## config.mk

```make
export PLATFORM = sky130hd
export DESIGN_NAME = rx_signal_qualifiers
export DESIGN_NICKNAME = d
export VERILOG_FILES = /design/src/hw/rxq_pkg.sv /design/src/hw/rx_signal_qualifiers.sv
export VERILOG_INCLUDE_DIRS = /design/src /design/src/hw
export SDC_FILE = /design/constraint.sdc
export NUM_CORES = 1
export LEC_CHECK = 0
export BUFFER_PORTS_ARGS = -buffer_cell sky130_fd_sc_hd__buf_4
export CORE_MARGIN = 3
export CORE_UTILIZATION = 50
export DETAILED_ROUTE_END_ITERATION = 8
export PLACE_DENSITY_LB_ADDON = 0.05
export SLEW_MARGIN = 0
export SYNTH_ARGS = -nofsm -noshare
export SYNTH_HDL_FRONTEND = slang
export SYNTH_SLANG_ARGS = --single-unit
```

## constraint.sdc

```tcl
create_clock -name clock -period 5.51 [get_ports clock]
set_clock_uncertainty 0.2 [all_clocks]
set_input_delay 1.102 -clock clock [delete_from_list [all_inputs] [get_ports clock]]
set_output_delay 1.102 -clock clock [all_outputs]
set_load 0.01 [all_outputs]
```

## src/hw/rxq_regs.svh

```systemverilog
// Register map, field positions and constants of the receive qualifier block
`ifndef RXQ_REGS_SVH
`define RXQ_REGS_SVH
`define ADR_MODEM_CONFIG_TWO 8'h00
`define ADR_PACKET_CONTROL_ONE 8'h04
`define ADR_AGC_CONTROL_ZERO 8'h08
`define ADR_AGC_CONTROL_ONE 8'h0C
`define ADR_AGC_CONTROL_TWO 8'h10
`define ADR_RADIO_STATE_CONFIG_ONE 8'h14
`define ADR_PACKET_STATUS_REG 8'h18
`define ADR_SIGNAL_STRENGTH 8'h1C
`define ADR_LINK_QUALITY 8'h20
`define RST_MODEM_CONFIG_TWO 8'h02
`define RST_PACKET_CONTROL_ONE 8'h04
`define RST_AGC_CONTROL_ZERO 8'h01
`define RST_AGC_CONTROL_ONE 8'h00
`define RST_AGC_CONTROL_TWO 8'h03
`define RST_RADIO_STATE_CONFIG_ONE 8'h30
`define F_SYNC_MODE 2:0
`define F_PQT 7:5
`define F_APPEND 2
`define F_FILTER_LEN 1:0
`define F_REL_STEP 5:4
`define F_ABS_OFF 3:0
`define F_VGA_CEIL 7:6
`define F_LNA_CEIL 5:3
`define F_MAGN_GOAL 2:0
`define F_CCA_RULE 5:4
`define S_CS 6
`define S_PQ_MET 5
`define S_CCA 4
`define S_IN_PKT 3
`define PQ_MAX 5'h1F
`define PQ_DEC 5'h04
`define SYNC_ERR_15_16 6'h01
`define SYNC_ERR_30_32 6'h02
`define LQI_SYMBOLS 7'h40
`define CLK_KHZ 50000
`define RSSI_DIV 4
`endif

```

## src/hw/rxq_pkg.sv

```systemverilog
// Types shared by the receive qualifier block
package rxq_pkg;
  typedef enum logic [1:0] {
    ST_OFF = 2'b00,
    ST_SEARCH = 2'b01,
    ST_PKT = 2'b11
  } rx_state_t;
  typedef enum logic [1:0] {
    CCA_ALWAYS = 2'h0,
    CCA_BELOW_THR = 2'h1,
    CCA_NOT_RX = 2'h2,
    CCA_BOTH = 2'h3
  } cca_rule_t;
  typedef struct packed {
    logic bit_valid;
    logic bit_val;
    logic sync_cand;
    logic [5:0] sync_err;
    logic sym_valid;
    logic [6:0] sym_quality;
    logic byte_valid;
    logic [7:0] byte_val;
    logic pkt_end;
    logic crc_ok;
  } demod_in_t;
  typedef struct packed {
    logic valid;
    logic [7:0] data;
    logic filter_en;
    logic app_valid;
    logic [7:0] app_rssi;
    logic [7:0] app_crc_lqi;
  } port_out_t;
endpackage : rxq_pkg

```

## src/hw/rx_signal_qualifiers.sv

```systemverilog
// Receive signal qualifiers: sync gating, preamble quality, RSSI, CS, CCA, LINK_QUALITY_VALUE
// How it works
// Sync mode low bits pick none, 15/16, 16/16 or 30/32 sync bits.
// Sync mode top bit also demands carrier sense above threshold.
// With sync search on, no data or filtering before a qualified sync.
// Preamble quality counter rises by one on each bit change.
// It falls by four on repeated bits, saturating at 0 and 31.
// Sync allowed only while counter is at least four times threshold.
// Threshold zero removes the preamble quality condition.
// Status shows preamble quality met.
// Signal strength register, two's complement half dB, readable always.
// Strength updates every four channel bandwidth periods times two^filter length.
// Appending puts the last packet strength in the first status byte.
// Appending gives two bytes: strength, then CRC flag with link quality.
// Absolute carrier sense: above threshold sets, below with hysteresis clears.
// Relative carrier sense: step rise sets, equal step fall clears.
// Carrier sense as qualifier gates search; status shows the flag.
// Threshold is goal plus signed offset minus maximum gain.
// Maximum gain is cut by LNA and VGA ceiling fields.
// Software lowers the LNA ceiling before the VGA ceiling.
// Relative step selects off, 6, 10 or 14 dB.
// Status shows current clear channel state.
// Transmit strobes in receive succeed only on a clear channel.
// Clear channel rules: always, below threshold, not receiving, both.
// Rule codes 0 to 3 in that order.
// Link quality over 64 symbols after sync, readable and appended.
// Strength register is 8 bits and holds between updates.
//
// The implementer's own choices: the placing of the registers and the Wishbone slave port.
`timescale 1ns/1ps
`default_nettype none
`include "rxq_regs.svh"
module rx_signal_qualifiers import rxq_pkg::*; #(
  parameter int CHAN_BW_KHZ = 200,
  parameter int RSSI_BASE_CYCLES = `CLK_KHZ * `RSSI_DIV / CHAN_BW_KHZ,
  parameter int GAIN_TOP_DB = 60,
  parameter int LNA_STEP_DB = 3,
  parameter int VGA_STEP_DB = 6,
  parameter int MAGN_BASE_DB = 24,
  parameter int MAGN_STEP_DB = 3,
  parameter int CS_HYST_HALF_DB = 2
) (
  input wire logic clock,
  input wire logic rst_n,
  input wire logic wb_cyc_i,
  input wire logic wb_stb_i,
  input wire logic wb_we_i,
  input wire logic [7:0] wb_adr_i,
  input wire logic [3:0] wb_sel_i,
  input wire logic [31:0] wb_dat_i,
  output logic [31:0] wb_dat_o,
  output logic wb_ack_o,
  input wire logic rx_active,
  input wire logic [7:0] level_sample,
  input wire demod_in_t demod,
  input wire logic transmit_strobe,
  input wire logic synth_tx_ready_strobe,
  output port_out_t radio_data_port,
  output logic tx_grant,
  output logic tx_refuse,
  output logic carrier_sense
);
  logic [1:0] rst_sync_q;
  logic rst_ok;
  logic [7:0] modem_config_two_q, packet_control_one_q, agc_control_zero_q;
  logic [7:0] agc_control_one_q, agc_control_two_q, radio_state_config_one_q;
  logic ack_q;
  logic [31:0] rdat_q;
  rx_state_t state_q;
  logic [4:0] pq_q;
  logic prev_bit_q;
  logic [7:0] rssi_q, rssi_prev_q;
  logic [15:0] upd_cnt_q;
  logic rssi_upd_q;
  logic abs_cs_q, rel_cs_q, cs_q;
  logic [6:0] lqi_q, lqi_sym_q;
  logic [12:0] lqi_acc_q;
  port_out_t port_q;
  logic grant_q, refuse_q;
  logic [2:0] sync_mode;
  logic [2:0] preamble_quality_threshold;
  logic pq_ok, bits_ok, sync_qual, gate_open, cca;
  logic [1:0] rel_step;
  logic signed [11:0] thr_half, rssi_x, prev_x, diff, step_half;
  logic [15:0] upd_period;
  logic [7:0] status_byte;

  function automatic logic signed [11:0] sx12(input logic [7:0] v);
    sx12 = {{4{v[7]}}, v};
  endfunction : sx12

  // Reset release
  always_ff @(posedge clock or negedge rst_n) begin
    if (!rst_n) begin
      rst_sync_q <= 2'h0;
    end else begin
      rst_sync_q <= {rst_sync_q[0], 1'b1};
    end
  end
  assign rst_ok = rst_sync_q[1];

  assign sync_mode = modem_config_two_q[`F_SYNC_MODE];
  assign preamble_quality_threshold = packet_control_one_q[`F_PQT];
  assign rel_step = agc_control_one_q[`F_REL_STEP];
  assign rssi_x = sx12(rssi_q);
  assign prev_x = sx12(rssi_prev_q);
  assign diff = rssi_x - prev_x;
  assign upd_period = 16'(RSSI_BASE_CYCLES << agc_control_zero_q[`F_FILTER_LEN]);

  // threshold sum
  // gain ceilings
  always_comb begin
    thr_half = 12'(2 * (MAGN_BASE_DB
      + MAGN_STEP_DB * int'(agc_control_two_q[`F_MAGN_GOAL])
      + int'($signed(agc_control_one_q[`F_ABS_OFF]))
      - (GAIN_TOP_DB - LNA_STEP_DB * int'(agc_control_two_q[`F_LNA_CEIL])
         - VGA_STEP_DB * int'(agc_control_two_q[`F_VGA_CEIL]))));
  end

  // step select
  always_comb begin
    case (rel_step)
      2'h1: step_half = 12'sh00C;
      2'h2: step_half = 12'sh014;
      2'h3: step_half = 12'sh01C;
      default: step_half = 12'sh000;
    endcase
  end

  // quality gate
  // zero disables
  assign pq_ok = (preamble_quality_threshold == 3'h0) || ({2'h0, pq_q} >= {preamble_quality_threshold, 2'h0} + 7'h00);

  // sync bit criteria
  always_comb begin
    case (sync_mode[1:0])
      2'h1: bits_ok = demod.sync_err <= `SYNC_ERR_15_16;
      2'h2: bits_ok = demod.sync_err == 6'h00;
      2'h3: bits_ok = demod.sync_err <= `SYNC_ERR_30_32;
      default: bits_ok = 1'b0;
    endcase
  end
  // carrier sense qualifier
  // search gated
  assign sync_qual = demod.sync_cand && bits_ok && pq_ok && (!sync_mode[2] || cs_q);

  // data gate
  always_comb begin
    if (sync_mode[1:0] != 2'h0) begin
      gate_open = state_q == ST_PKT;
    end else begin
      gate_open = rx_active && (!sync_mode[2] || cs_q);
    end
  end

  // clear channel rules
  // rule coding
  always_comb begin
    case (cca_rule_t'(radio_state_config_one_q[`F_CCA_RULE]))
      CCA_BELOW_THR: cca = !cs_q;
      CCA_NOT_RX: cca = state_q != ST_PKT;
      CCA_BOTH: cca = !cs_q && state_q != ST_PKT;
      default: cca = 1'b1;
    endcase
  end

  // Receive state
  always_ff @(posedge clock or negedge rst_n) begin
    if (!rst_n) begin
      state_q <= ST_OFF;
    end else if (!rst_ok) begin
      state_q <= ST_OFF;
    end else begin
      case (state_q)
        ST_OFF: if (rx_active) state_q <= ST_SEARCH;
        ST_SEARCH: begin
          if (!rx_active) begin
            state_q <= ST_OFF;
          end else if (sync_qual) begin
            state_q <= ST_PKT;
          end
        end
        ST_PKT: begin
          if (!rx_active) begin
            state_q <= ST_OFF;
          end else if (demod.pkt_end) begin
            state_q <= ST_SEARCH;
          end
        end
        default: state_q <= ST_OFF;
      endcase
    end
  end

  // Preamble quality counter
  always_ff @(posedge clock or negedge rst_n) begin
    if (!rst_n) begin
      pq_q <= 5'h00;
      prev_bit_q <= 1'b0;
    end else if (demod.bit_valid) begin
      prev_bit_q <= demod.bit_val;
      if (demod.bit_val != prev_bit_q) begin
        // count up
        if (pq_q != `PQ_MAX) pq_q <= pq_q + 5'h01;
      end else begin
        // count down
        pq_q <= (pq_q > `PQ_DEC) ? pq_q - `PQ_DEC : 5'h00;
      end
    end
  end

  // update timer
  // hold between updates
  always_ff @(posedge clock or negedge rst_n) begin
    if (!rst_n) begin
      upd_cnt_q <= 16'h0000;
      rssi_upd_q <= 1'b0;
      rssi_q <= 8'h80;
      rssi_prev_q <= 8'h80;
    end else begin
      rssi_upd_q <= 1'b0;
      if (!rx_active) begin
        upd_cnt_q <= 16'h0000;
      end else if (upd_cnt_q >= upd_period - 16'h0001) begin
        upd_cnt_q <= 16'h0000;
        rssi_upd_q <= 1'b1;
        // strength sample
        rssi_q <= level_sample;
        rssi_prev_q <= rssi_q;
      end else begin
        upd_cnt_q <= upd_cnt_q + 16'h0001;
      end
    end
  end

  // Carrier sense
  always_ff @(posedge clock or negedge rst_n) begin
    if (!rst_n) begin
      abs_cs_q <= 1'b0;
      rel_cs_q <= 1'b0;
      cs_q <= 1'b0;
    end else begin
      // absolute hysteresis
      if (rssi_x > thr_half) begin
        abs_cs_q <= 1'b1;
      end else if (rssi_x < thr_half - 12'(CS_HYST_HALF_DB)) begin
        abs_cs_q <= 1'b0;
      end
      // relative steps
      if (rel_step == 2'h0 || !rx_active) begin
        rel_cs_q <= 1'b0;
      end else if (rssi_upd_q && diff >= step_half) begin
        rel_cs_q <= 1'b1;
      end else if (rssi_upd_q && diff <= -step_half) begin
        rel_cs_q <= 1'b0;
      end
      cs_q <= rx_active && (abs_cs_q || rel_cs_q);
    end
  end

  // link quality
  always_ff @(posedge clock or negedge rst_n) begin
    if (!rst_n) begin
      lqi_acc_q <= 13'h0000;
      lqi_sym_q <= 7'h00;
      lqi_q <= 7'h00;
    end else if (state_q != ST_PKT) begin
      lqi_acc_q <= 13'h0000;
      lqi_sym_q <= 7'h00;
    end else if (demod.sym_valid && lqi_sym_q < `LQI_SYMBOLS) begin
      lqi_sym_q <= lqi_sym_q + 7'h01;
      lqi_acc_q <= lqi_acc_q + {6'h00, demod.sym_quality};
      if (lqi_sym_q == `LQI_SYMBOLS - 7'h01) begin
        lqi_q <= 7'((lqi_acc_q + {6'h00, demod.sym_quality}) >> 6);
      end
    end
  end

  // Data port and status appending
  always_ff @(posedge clock or negedge rst_n) begin
    if (!rst_n) begin
      port_q <= '0;
    end else begin
      port_q.valid <= demod.byte_valid && gate_open;
      port_q.filter_en <= gate_open;
      if (demod.byte_valid) port_q.data <= demod.byte_val;
      // strength byte
      // two status bytes
      port_q.app_valid <= state_q == ST_PKT && demod.pkt_end
        && packet_control_one_q[`F_APPEND];
      if (state_q == ST_PKT && demod.pkt_end) begin
        port_q.app_rssi <= rssi_q;
        port_q.app_crc_lqi <= {demod.crc_ok, lqi_q};
      end
    end
  end

  // transmit if clear
  always_ff @(posedge clock or negedge rst_n) begin
    if (!rst_n) begin
      grant_q <= 1'b0;
      refuse_q <= 1'b0;
    end else begin
      grant_q <= (transmit_strobe || synth_tx_ready_strobe) && (!rx_active || cca);
      refuse_q <= (transmit_strobe || synth_tx_ready_strobe) && rx_active && !cca;
    end
  end

  // quality met
  // clear channel status
  assign status_byte = {1'b0, cs_q, pq_ok && preamble_quality_threshold != 3'h0, cca, state_q == ST_PKT, 3'h0};

  // Wishbone slave
  always_ff @(posedge clock or negedge rst_n) begin
    if (!rst_n) begin
      ack_q <= 1'b0;
      rdat_q <= 32'h0000_0000;
      modem_config_two_q <= `RST_MODEM_CONFIG_TWO;
      packet_control_one_q <= `RST_PACKET_CONTROL_ONE;
      agc_control_zero_q <= `RST_AGC_CONTROL_ZERO;
      agc_control_one_q <= `RST_AGC_CONTROL_ONE;
      agc_control_two_q <= `RST_AGC_CONTROL_TWO;
      radio_state_config_one_q <= `RST_RADIO_STATE_CONFIG_ONE;
    end else begin
      ack_q <= wb_cyc_i && wb_stb_i && !ack_q && rst_ok;
      if (wb_cyc_i && wb_stb_i && !ack_q && rst_ok) begin
        rdat_q <= 32'h0000_0000;
        if (wb_adr_i == `ADR_MODEM_CONFIG_TWO) begin
          rdat_q[7:0] <= modem_config_two_q;
          if (wb_we_i && wb_sel_i[0]) modem_config_two_q <= wb_dat_i[7:0];
        end else if (wb_adr_i == `ADR_PACKET_CONTROL_ONE) begin
          rdat_q[7:0] <= packet_control_one_q;
          if (wb_we_i && wb_sel_i[0]) packet_control_one_q <= wb_dat_i[7:0];
        end else if (wb_adr_i == `ADR_AGC_CONTROL_ZERO) begin
          rdat_q[7:0] <= agc_control_zero_q;
          if (wb_we_i && wb_sel_i[0]) agc_control_zero_q <= wb_dat_i[7:0];
        end else if (wb_adr_i == `ADR_AGC_CONTROL_ONE) begin
          rdat_q[7:0] <= agc_control_one_q;
          if (wb_we_i && wb_sel_i[0]) agc_control_one_q <= wb_dat_i[7:0];
        end else if (wb_adr_i == `ADR_AGC_CONTROL_TWO) begin
          rdat_q[7:0] <= agc_control_two_q;
          if (wb_we_i && wb_sel_i[0]) agc_control_two_q <= wb_dat_i[7:0];
        end else if (wb_adr_i == `ADR_RADIO_STATE_CONFIG_ONE) begin
          rdat_q[7:0] <= radio_state_config_one_q;
          if (wb_we_i && wb_sel_i[0]) radio_state_config_one_q <= wb_dat_i[7:0];
        end else if (wb_adr_i == `ADR_PACKET_STATUS_REG) begin
          rdat_q[7:0] <= status_byte;
        end else if (wb_adr_i == `ADR_SIGNAL_STRENGTH) begin
          rdat_q[7:0] <= rssi_q;
        end else if (wb_adr_i == `ADR_LINK_QUALITY) begin
          rdat_q[7:0] <= {1'b0, lqi_q};
        end
      end
    end
  end

  assign wb_ack_o = ack_q;
  assign wb_dat_o = rdat_q;
  assign radio_data_port = port_q;
  assign tx_grant = grant_q;
  assign tx_refuse = refuse_q;
  assign carrier_sense = cs_q;
endmodule : rx_signal_qualifiers
`default_nettype wire

```

== Yosys cells after proc, flatten, opt, wreduce, memory -nomap -nowiden ==
Index checks and enable logic that the tools add are counted.
Cells by class
  shift operators: 1
  $mul: 3
  $add $sub $neg: 14
  order comparisons: 10
  eq/ne operators: 27
  bitwise gates (word level): 6
  muxes and demuxes: 36
  reduce and logical (&&, ||, !) cells: 51
Operators with widths (count)
  $mux W8: 8
  $eq A8 B5 Y1 const B: 4
  $mux W16: 2
  $mux W13: 2
  $mux W7: 3
  $logic_and A1 B1 Y1: 20
  $sub A8 B8 Y9: 2
  $add A16 B1 Y16 const B: 1
  $eq A8 B4 Y1 const B: 2
  $ge A16 B16 Y1: 1
  $shl A10 B2 Y16 const A: 1
  $sub A16 B1 Y16 const B: 1
  $mux W5: 3
  $pmux W5 S3: 1
  $eq A2 B2 Y1 const B: 7
  $add A13 B7 Y13: 1
  $le A9 B12 Y1: 1
  $mux W2: 6
  $neg A12 Y12: 1
  $lt A8 B11 Y1: 1
  $sub A10 B3 Y11 const B: 1
  $gt A8 B10 Y1: 1
  $mul A2 B3 Y5 const A: 2
  $ge A9 B6 Y1: 1
  other kinds (42): 75
Word-level totals
  output and inout bits: 63
  register bits after elaboration: 159
  word-level logic and storage cells: 178

== Longest topological paths before layout ==
  word-level depth: 10
  mapped depth: 23

== Worst setup path after synthesis ==
No wires, ideal clock.
  path type: register to register
  start: reg agc_control_two_q[4]
  end: reg abs_cs_q
  data required time: 5.223 ns
  arrival: 4.596 ns
  clock period less this slack: 4.882 ns
  stages on the path, launching flop included: 19
  setup slack: 0.628 ns
  path through: dfrtp_1 -> inv_1 -> ha_1 -> ha_1 -> xor2_1 -> fa_1 -> fa_1 -> inv_1 -> fa_1 -> a21o_1 -> a211oi_1 -> nor2_1 -> nor4_1 -> a21oi_1 -> ha_1 -> o21ai_0 -> a2111oi_0 -> nor2_1 -> o211ai_1
On the way
  word-level cells in the longest chain between the ends: 7
  elaborated cells between the ends (all ways): 9
RTL lines
  start, declared: line rx_signal_qualifiers.sv:66  | logic [7:0] agc_control_one_q, agc_control_two_q, radio_state_config_one_q;
  start signal, assigned: line rx_signal_qualifiers.sv:322  | agc_control_two_q <= `RST_AGC_CONTROL_TWO;
  start signal, assigned: line rx_signal_qualifiers.sv:342  | if (wb_we_i && wb_sel_i[0]) agc_control_two_q <= wb_dat_i[7:0];
  $mul A2 B3 Y5 (*): line rx_signal_qualifiers.sv:116  | - (GAIN_TOP_DB - LNA_STEP_DB * int'(agc_control_two_q[`F_LNA_CEIL])
  $sub A6 B5 Y7 (*): line rx_signal_qualifiers.sv:116
  $sub A7 B6 Y8 (*): line rx_signal_qualifiers.sv:116
  $sub A8 B8 Y9 (*): line rx_signal_qualifiers.sv:113  | thr_half = 12'(2 * (MAGN_BASE_DB
  $sub A10 B3 Y11: line rx_signal_qualifiers.sv:246  | end else if (rssi_x < thr_half - 12'(CS_HYST_HALF_DB)) begin
  $lt A8 B11 Y1: line rx_signal_qualifiers.sv:246
  $reduce_bool A2 Y1 (no source line)
  end signal, assigned: line rx_signal_qualifiers.sv:239  | abs_cs_q <= 1'b0;
  end signal, assigned: line rx_signal_qualifiers.sv:245  | abs_cs_q <= 1'b1;
  end signal, assigned: line rx_signal_qualifiers.sv:247  | abs_cs_q <= 1'b0;
  end, declared: line rx_signal_qualifiers.sv:75  | logic abs_cs_q, rel_cs_q, cs_q;
Mark *: on every way between the ends. The rest lies on a longest branch, timed or not.
A chain may end at the register's enable or synchronous reset.

== Worst setup path after layout ==
  start: reg agc_control_two_q[1]
  end: reg abs_cs_q
On the way
  word-level cells in the longest chain between the ends: 7
  elaborated cells between the ends (all ways): 9
RTL lines
  $mul A2 B3 Y5 (*): line rx_signal_qualifiers.sv:114  | + MAGN_STEP_DB * int'(agc_control_two_q[`F_MAGN_GOAL])
  $add A5 B5 Y6 (*): line rx_signal_qualifiers.sv:113
  $add A7 B4 Y8 (*): line rx_signal_qualifiers.sv:113
  $sub A8 B8 Y9 (*): line rx_signal_qualifiers.sv:113
  $sub A10 B3 Y11: line rx_signal_qualifiers.sv:246
  $lt A8 B11 Y1: line rx_signal_qualifiers.sv:246
  $reduce_bool A2 Y1 (no source line)
Marks and branches as above.

==> results.py <==
metrics = {
    "run_status": {
        "outcome": "finished, final reports clean",
    },
    "worst_setup_path": {
        "path_cells": "inv_1, ha_1, inv_1, ha_1, ha_1, nor3_1, a21oi_1, fa_1, fa_1, inv_1, ha_1, o21ai_0, o21a_1, a211oi_4, xnor2_1, ha_1, nor2_1, nand2_1, o21ai_0, a2111oi_1, nor2_1, o211ai_1",
        "slowest_stage": "dfstp_2",
        "cp_max_fo": 4,
        "end_kind": "flop",
        "critical_path_class": "reg -> reg",
        "cp.required_ns": 5.64,
        "start_kind": "flop",
        "worst_path_largest_cell_delay_ns": 0.56,
        "crit_arrival_ns": 5.36,
        "path_common_cell": "ha_1",
    },
    "floorplanning": {
        "die_area_mm2": 0.0219,
        "core-area_mm2": 0.0196,
        "die_h_um": 148,
        "start_util_pct": 51.4,
        "io_pins": 151,
        "rows": 51,
        "die_x_um": 148,
    },
    "global_routing": {
        "grt_first_pass_wirelength_um": 38700,
        "grt_use_total_pct": 22.1,
        "grt_max_degree": 92,
        "antenna_found_initial": 0,
        "grt_pass1_vias": 7521,
        "grt_remaining_overflow": 0,
    },
    "clock_tree": {
        "cts_resized": 0,
        "insertion_delay_ns": 0.42,
        "clock_sinks": 159,
        "cts_tree": "done",
        "holdBufCountCts": 0,
        "cts_made_buffers": 17,
        "cts_root_buf": "clkbuf_16",
        "cts-htree-levels": 4,
        "path_clk_slew_ns": 0.07,
        "clockBufferDepth": 2,
        "cts_setup_buffers": 0,
    },
    "drt": {
        "wl_um": 23500,
        "wl_per_cell_um": 17.1,
        "drt_first_iter_violations": 256,
        "drt_pre_antenna_iters": 5,
        "drt.antenna.violating_nets": 0,
        "route.detailed.drc": 0,
        "vias": 7467,
        "avgViaCountPerCell": 5.41,
    },
    "power": {
        "power_density_mw_per_mm2": 248,
        "p_leak_nw": 5.63,
        "peakVddDrop_uv": 190,
    },
    "yosys": {
        "synth-async-reset-ratio_pct": 100,
        "synth.most_common_cell": "dfrtp_1",
        "synth_cell_types": 77,
        "synth_common_cells": "dfrtp_1 (150), ha_1 (92), nand2_1 (82)",
        "ys.flop_type": "dfrtp_1",
        "ys_ff_latch": 159,
        "synth.avg_cell_area_um2": 10.0,
        "netlist_area_mm2": 0.0101,
        "synth_edf_count": 0,
        "synthCells": 1003,
        "yosysWarnings": 0,
        "yosys.area.top_type": "dfrtp_1",
        "synth_top_area_share_pct": 37.3,
        "synth_area_leaders": "dfrtp_1 (37%), ha_1 (11%), mux2_2 (8.2%)",
        "seq_area_frac_synth_pct": 39.6,
    },
    "timing": {
        "hold_violations": 0,
        "whs_ns": 0.166,
        "max-slew-margin-rel_pct": 35.0,
        "finalSetupViolCount": 0,
        "drv_slew": 0,
        "worst_slew_pin_slew_ns": 0.975,
        "setup_tns_ns": 0,
        "fin_crit_sh_pct": 94.9,
        "fin_crit_ns": 5.23,
        "max_freq_mhz": 191,
    },
    "cells_and_area": {
        "utilization_pct": 59.2,
        "nFillCells": 1777,
        "nNetsFinal": 1292,
        "area_growth_pct": 15.1,
        "final_area_mm2": 0.0116,
        "diodes": 0,
        "drive_gt1_share_pct": 21.7,
    },
    "place": {
        "gp_congestion": 0.869,
        "hpwlAfterDp_um": 17200,
        "place_area_mm2": 0.0110,
        "port_buffers": 99,
    },
    "hold_path": {
        "hp-class": "reg -> reg",
    },
    "run": {
        "max_cap_violations": 0,
    },
}
## placed cells by master (no fill, tap or decap), types with 4 or more instances in the layout
| master | netlist | final |
|---|---|---|
| a21o_1 | 15 | 15 |
| o22ai_1 | 9 | 9 |
| clkbuf_16 | 0 | 17 |
| nor3_1 | 25 | 24 |
| a221oi_1 | 6 | 5 |
| mux2_2 | 73 | 73 |
| nand2b_1 | 10 | 10 |
| and2_1 | 5 | 5 |
| dfrtp_1 | 150 | 150 |
| inv_1 | 72 | 72 |
| ha_1 | 92 | 92 |
| a31oi_1 | 6 | 6 |
| fa_1 | 11 | 11 |
| o21bai_1 | 4 | 4 |
| buf_4 | 25 | 101 |
| nor4_1 | 8 | 6 |
| and3_1 | 11 | 11 |
| a32oi_1 | 5 | 5 |
| o21ai_0 | 55 | 53 |
| conb_1 | 2 | 28 |
| inv_6 | 0 | 5 |
| nand3_1 | 20 | 20 |
| a211oi_1 | 13 | 11 |
| nand2_1 | 82 | 82 |
| a21oi_1 | 41 | 41 |
| mux2_1 | 7 | 7 |
| mux2i_1 | 6 | 6 |
| a22oi_1 | 7 | 7 |
| o21ai_1 | 3 | 4 |
| xor2_1 | 25 | 25 |
| nand4_1 | 10 | 10 |
| nor2_1 | 74 | 72 |
| o21a_1 | 9 | 9 |
| nor4_4 | 3 | 4 |
| dfstp_2 | 9 | 9 |
| nor2b_1 | 11 | 11 |
| xnor2_1 | 25 | 24 |
## stage by stage
stage	power [mW]	instances	worst slack, ns
after floorplan	1.61	1029	0.628
after global placement	1.78	1347	0.248
after detailed placement	1.79	1347	0.184
after CTS	2.90	1379	0.139
after global routing	3.03	1379	-0.0400
final	2.88	1379	0.279
## layer usage
layer | wire length [um] | GRT usage (%) | part of all wire [%] | vias to the layer above
li1 | - | - | - | 3693
met1 | 11100 | 30.1 | 47 | 3613
met2 | 11100 | 36.5 | 47 | 144
met3 | 1040 | 5.00 | 4.4 | 17
met4 | 271 | 5.17 | 1.2 | 0
met5 | 0 | 0 | 0 | -
## final timing paths
kind	depth (start not counted)	endpoint	start	slack, ns
worst max-delay path	22	abs_cs_q	agc_control_two_q[1]	0.28
worst max register to register	22	abs_cs_q	agc_control_two_q[1]	0.28
min in group asynchronous	1	upd_cnt_q[14]	rst_n	0.52
worst min-delay path	0	rst_sync_q[1]	rst_sync_q[0]	0.17
worst min register to register	0	rst_sync_q[1]	rst_sync_q[0]	0.17
max in group asynchronous	2	agc_control_two_q[1]	rst_n	3.54
## worst max-delay path: cells and delay by family, from the launching register on
| kind | cells | cell delay, ns |
|---|---|---|
| buf+inv | 3 | 0.16 |
| flops | 1 | 0.56 |
| simple gates | 4 | 0.38 |
| xor+xnor | 1 | 0.17 |
| fa+ha+maj | 7 | 2.30 |
| compound gates | 7 | 1.38 |
## sequential cells by signal, summed over array words and instances, names as in the netlist, 2 cells and up
register and flops:
agc_control_one_q 8, agc_control_two_q 8, agc_control_zero_q 8, lqi_acc_q 13
lqi_q 7, lqi_sym_q 7, modem_config_two_q 8, packet_control_one_q 8
pq_q 5, radio_data_port 27, radio_state_config_one_q 8, rssi_prev_q 8
rssi_q 8, rst_sync_q 2, state_q 2, upd_cnt_q 16
wb_dat_o 8
## power by group
part	internal, mW	leakage [nW]	switching [mW]
logic	0.219	3.26	0.285
clock network	0.597	0.267	0.507
registers	1.21	2.10	0.0576
total	2.03	5.63	0.850
## cell type report
type	count	area, um2	area share (%)
clock inverters	13	103	0.885
repair buffers	102	769	6.64
flip-flops and latches	159	3990	34.4
inverters	73	274	2.36
clock buffers	19	443	3.82
multi-input cells	748	5680	49.0
well taps	265	332	2.86
## cell families (layout without fill, tap and decap cells)
family / after synthesis / after routing / synth area share (%)
compound gates: 198 / 198 / 12.7
xor+xnor: 50 / 50 / 4.35
fa+ha+maj: 103 / 103 / 13.6
buf+inv: 122 / 207 / 5.64
flops: 159 / 159 / 39.6
mux: 87 / 87 / 9.77
other cells: 2 / 28 / 0.0746
simple gates: 282 / 282 / 14.2
(Power assumes the default switching activity.)
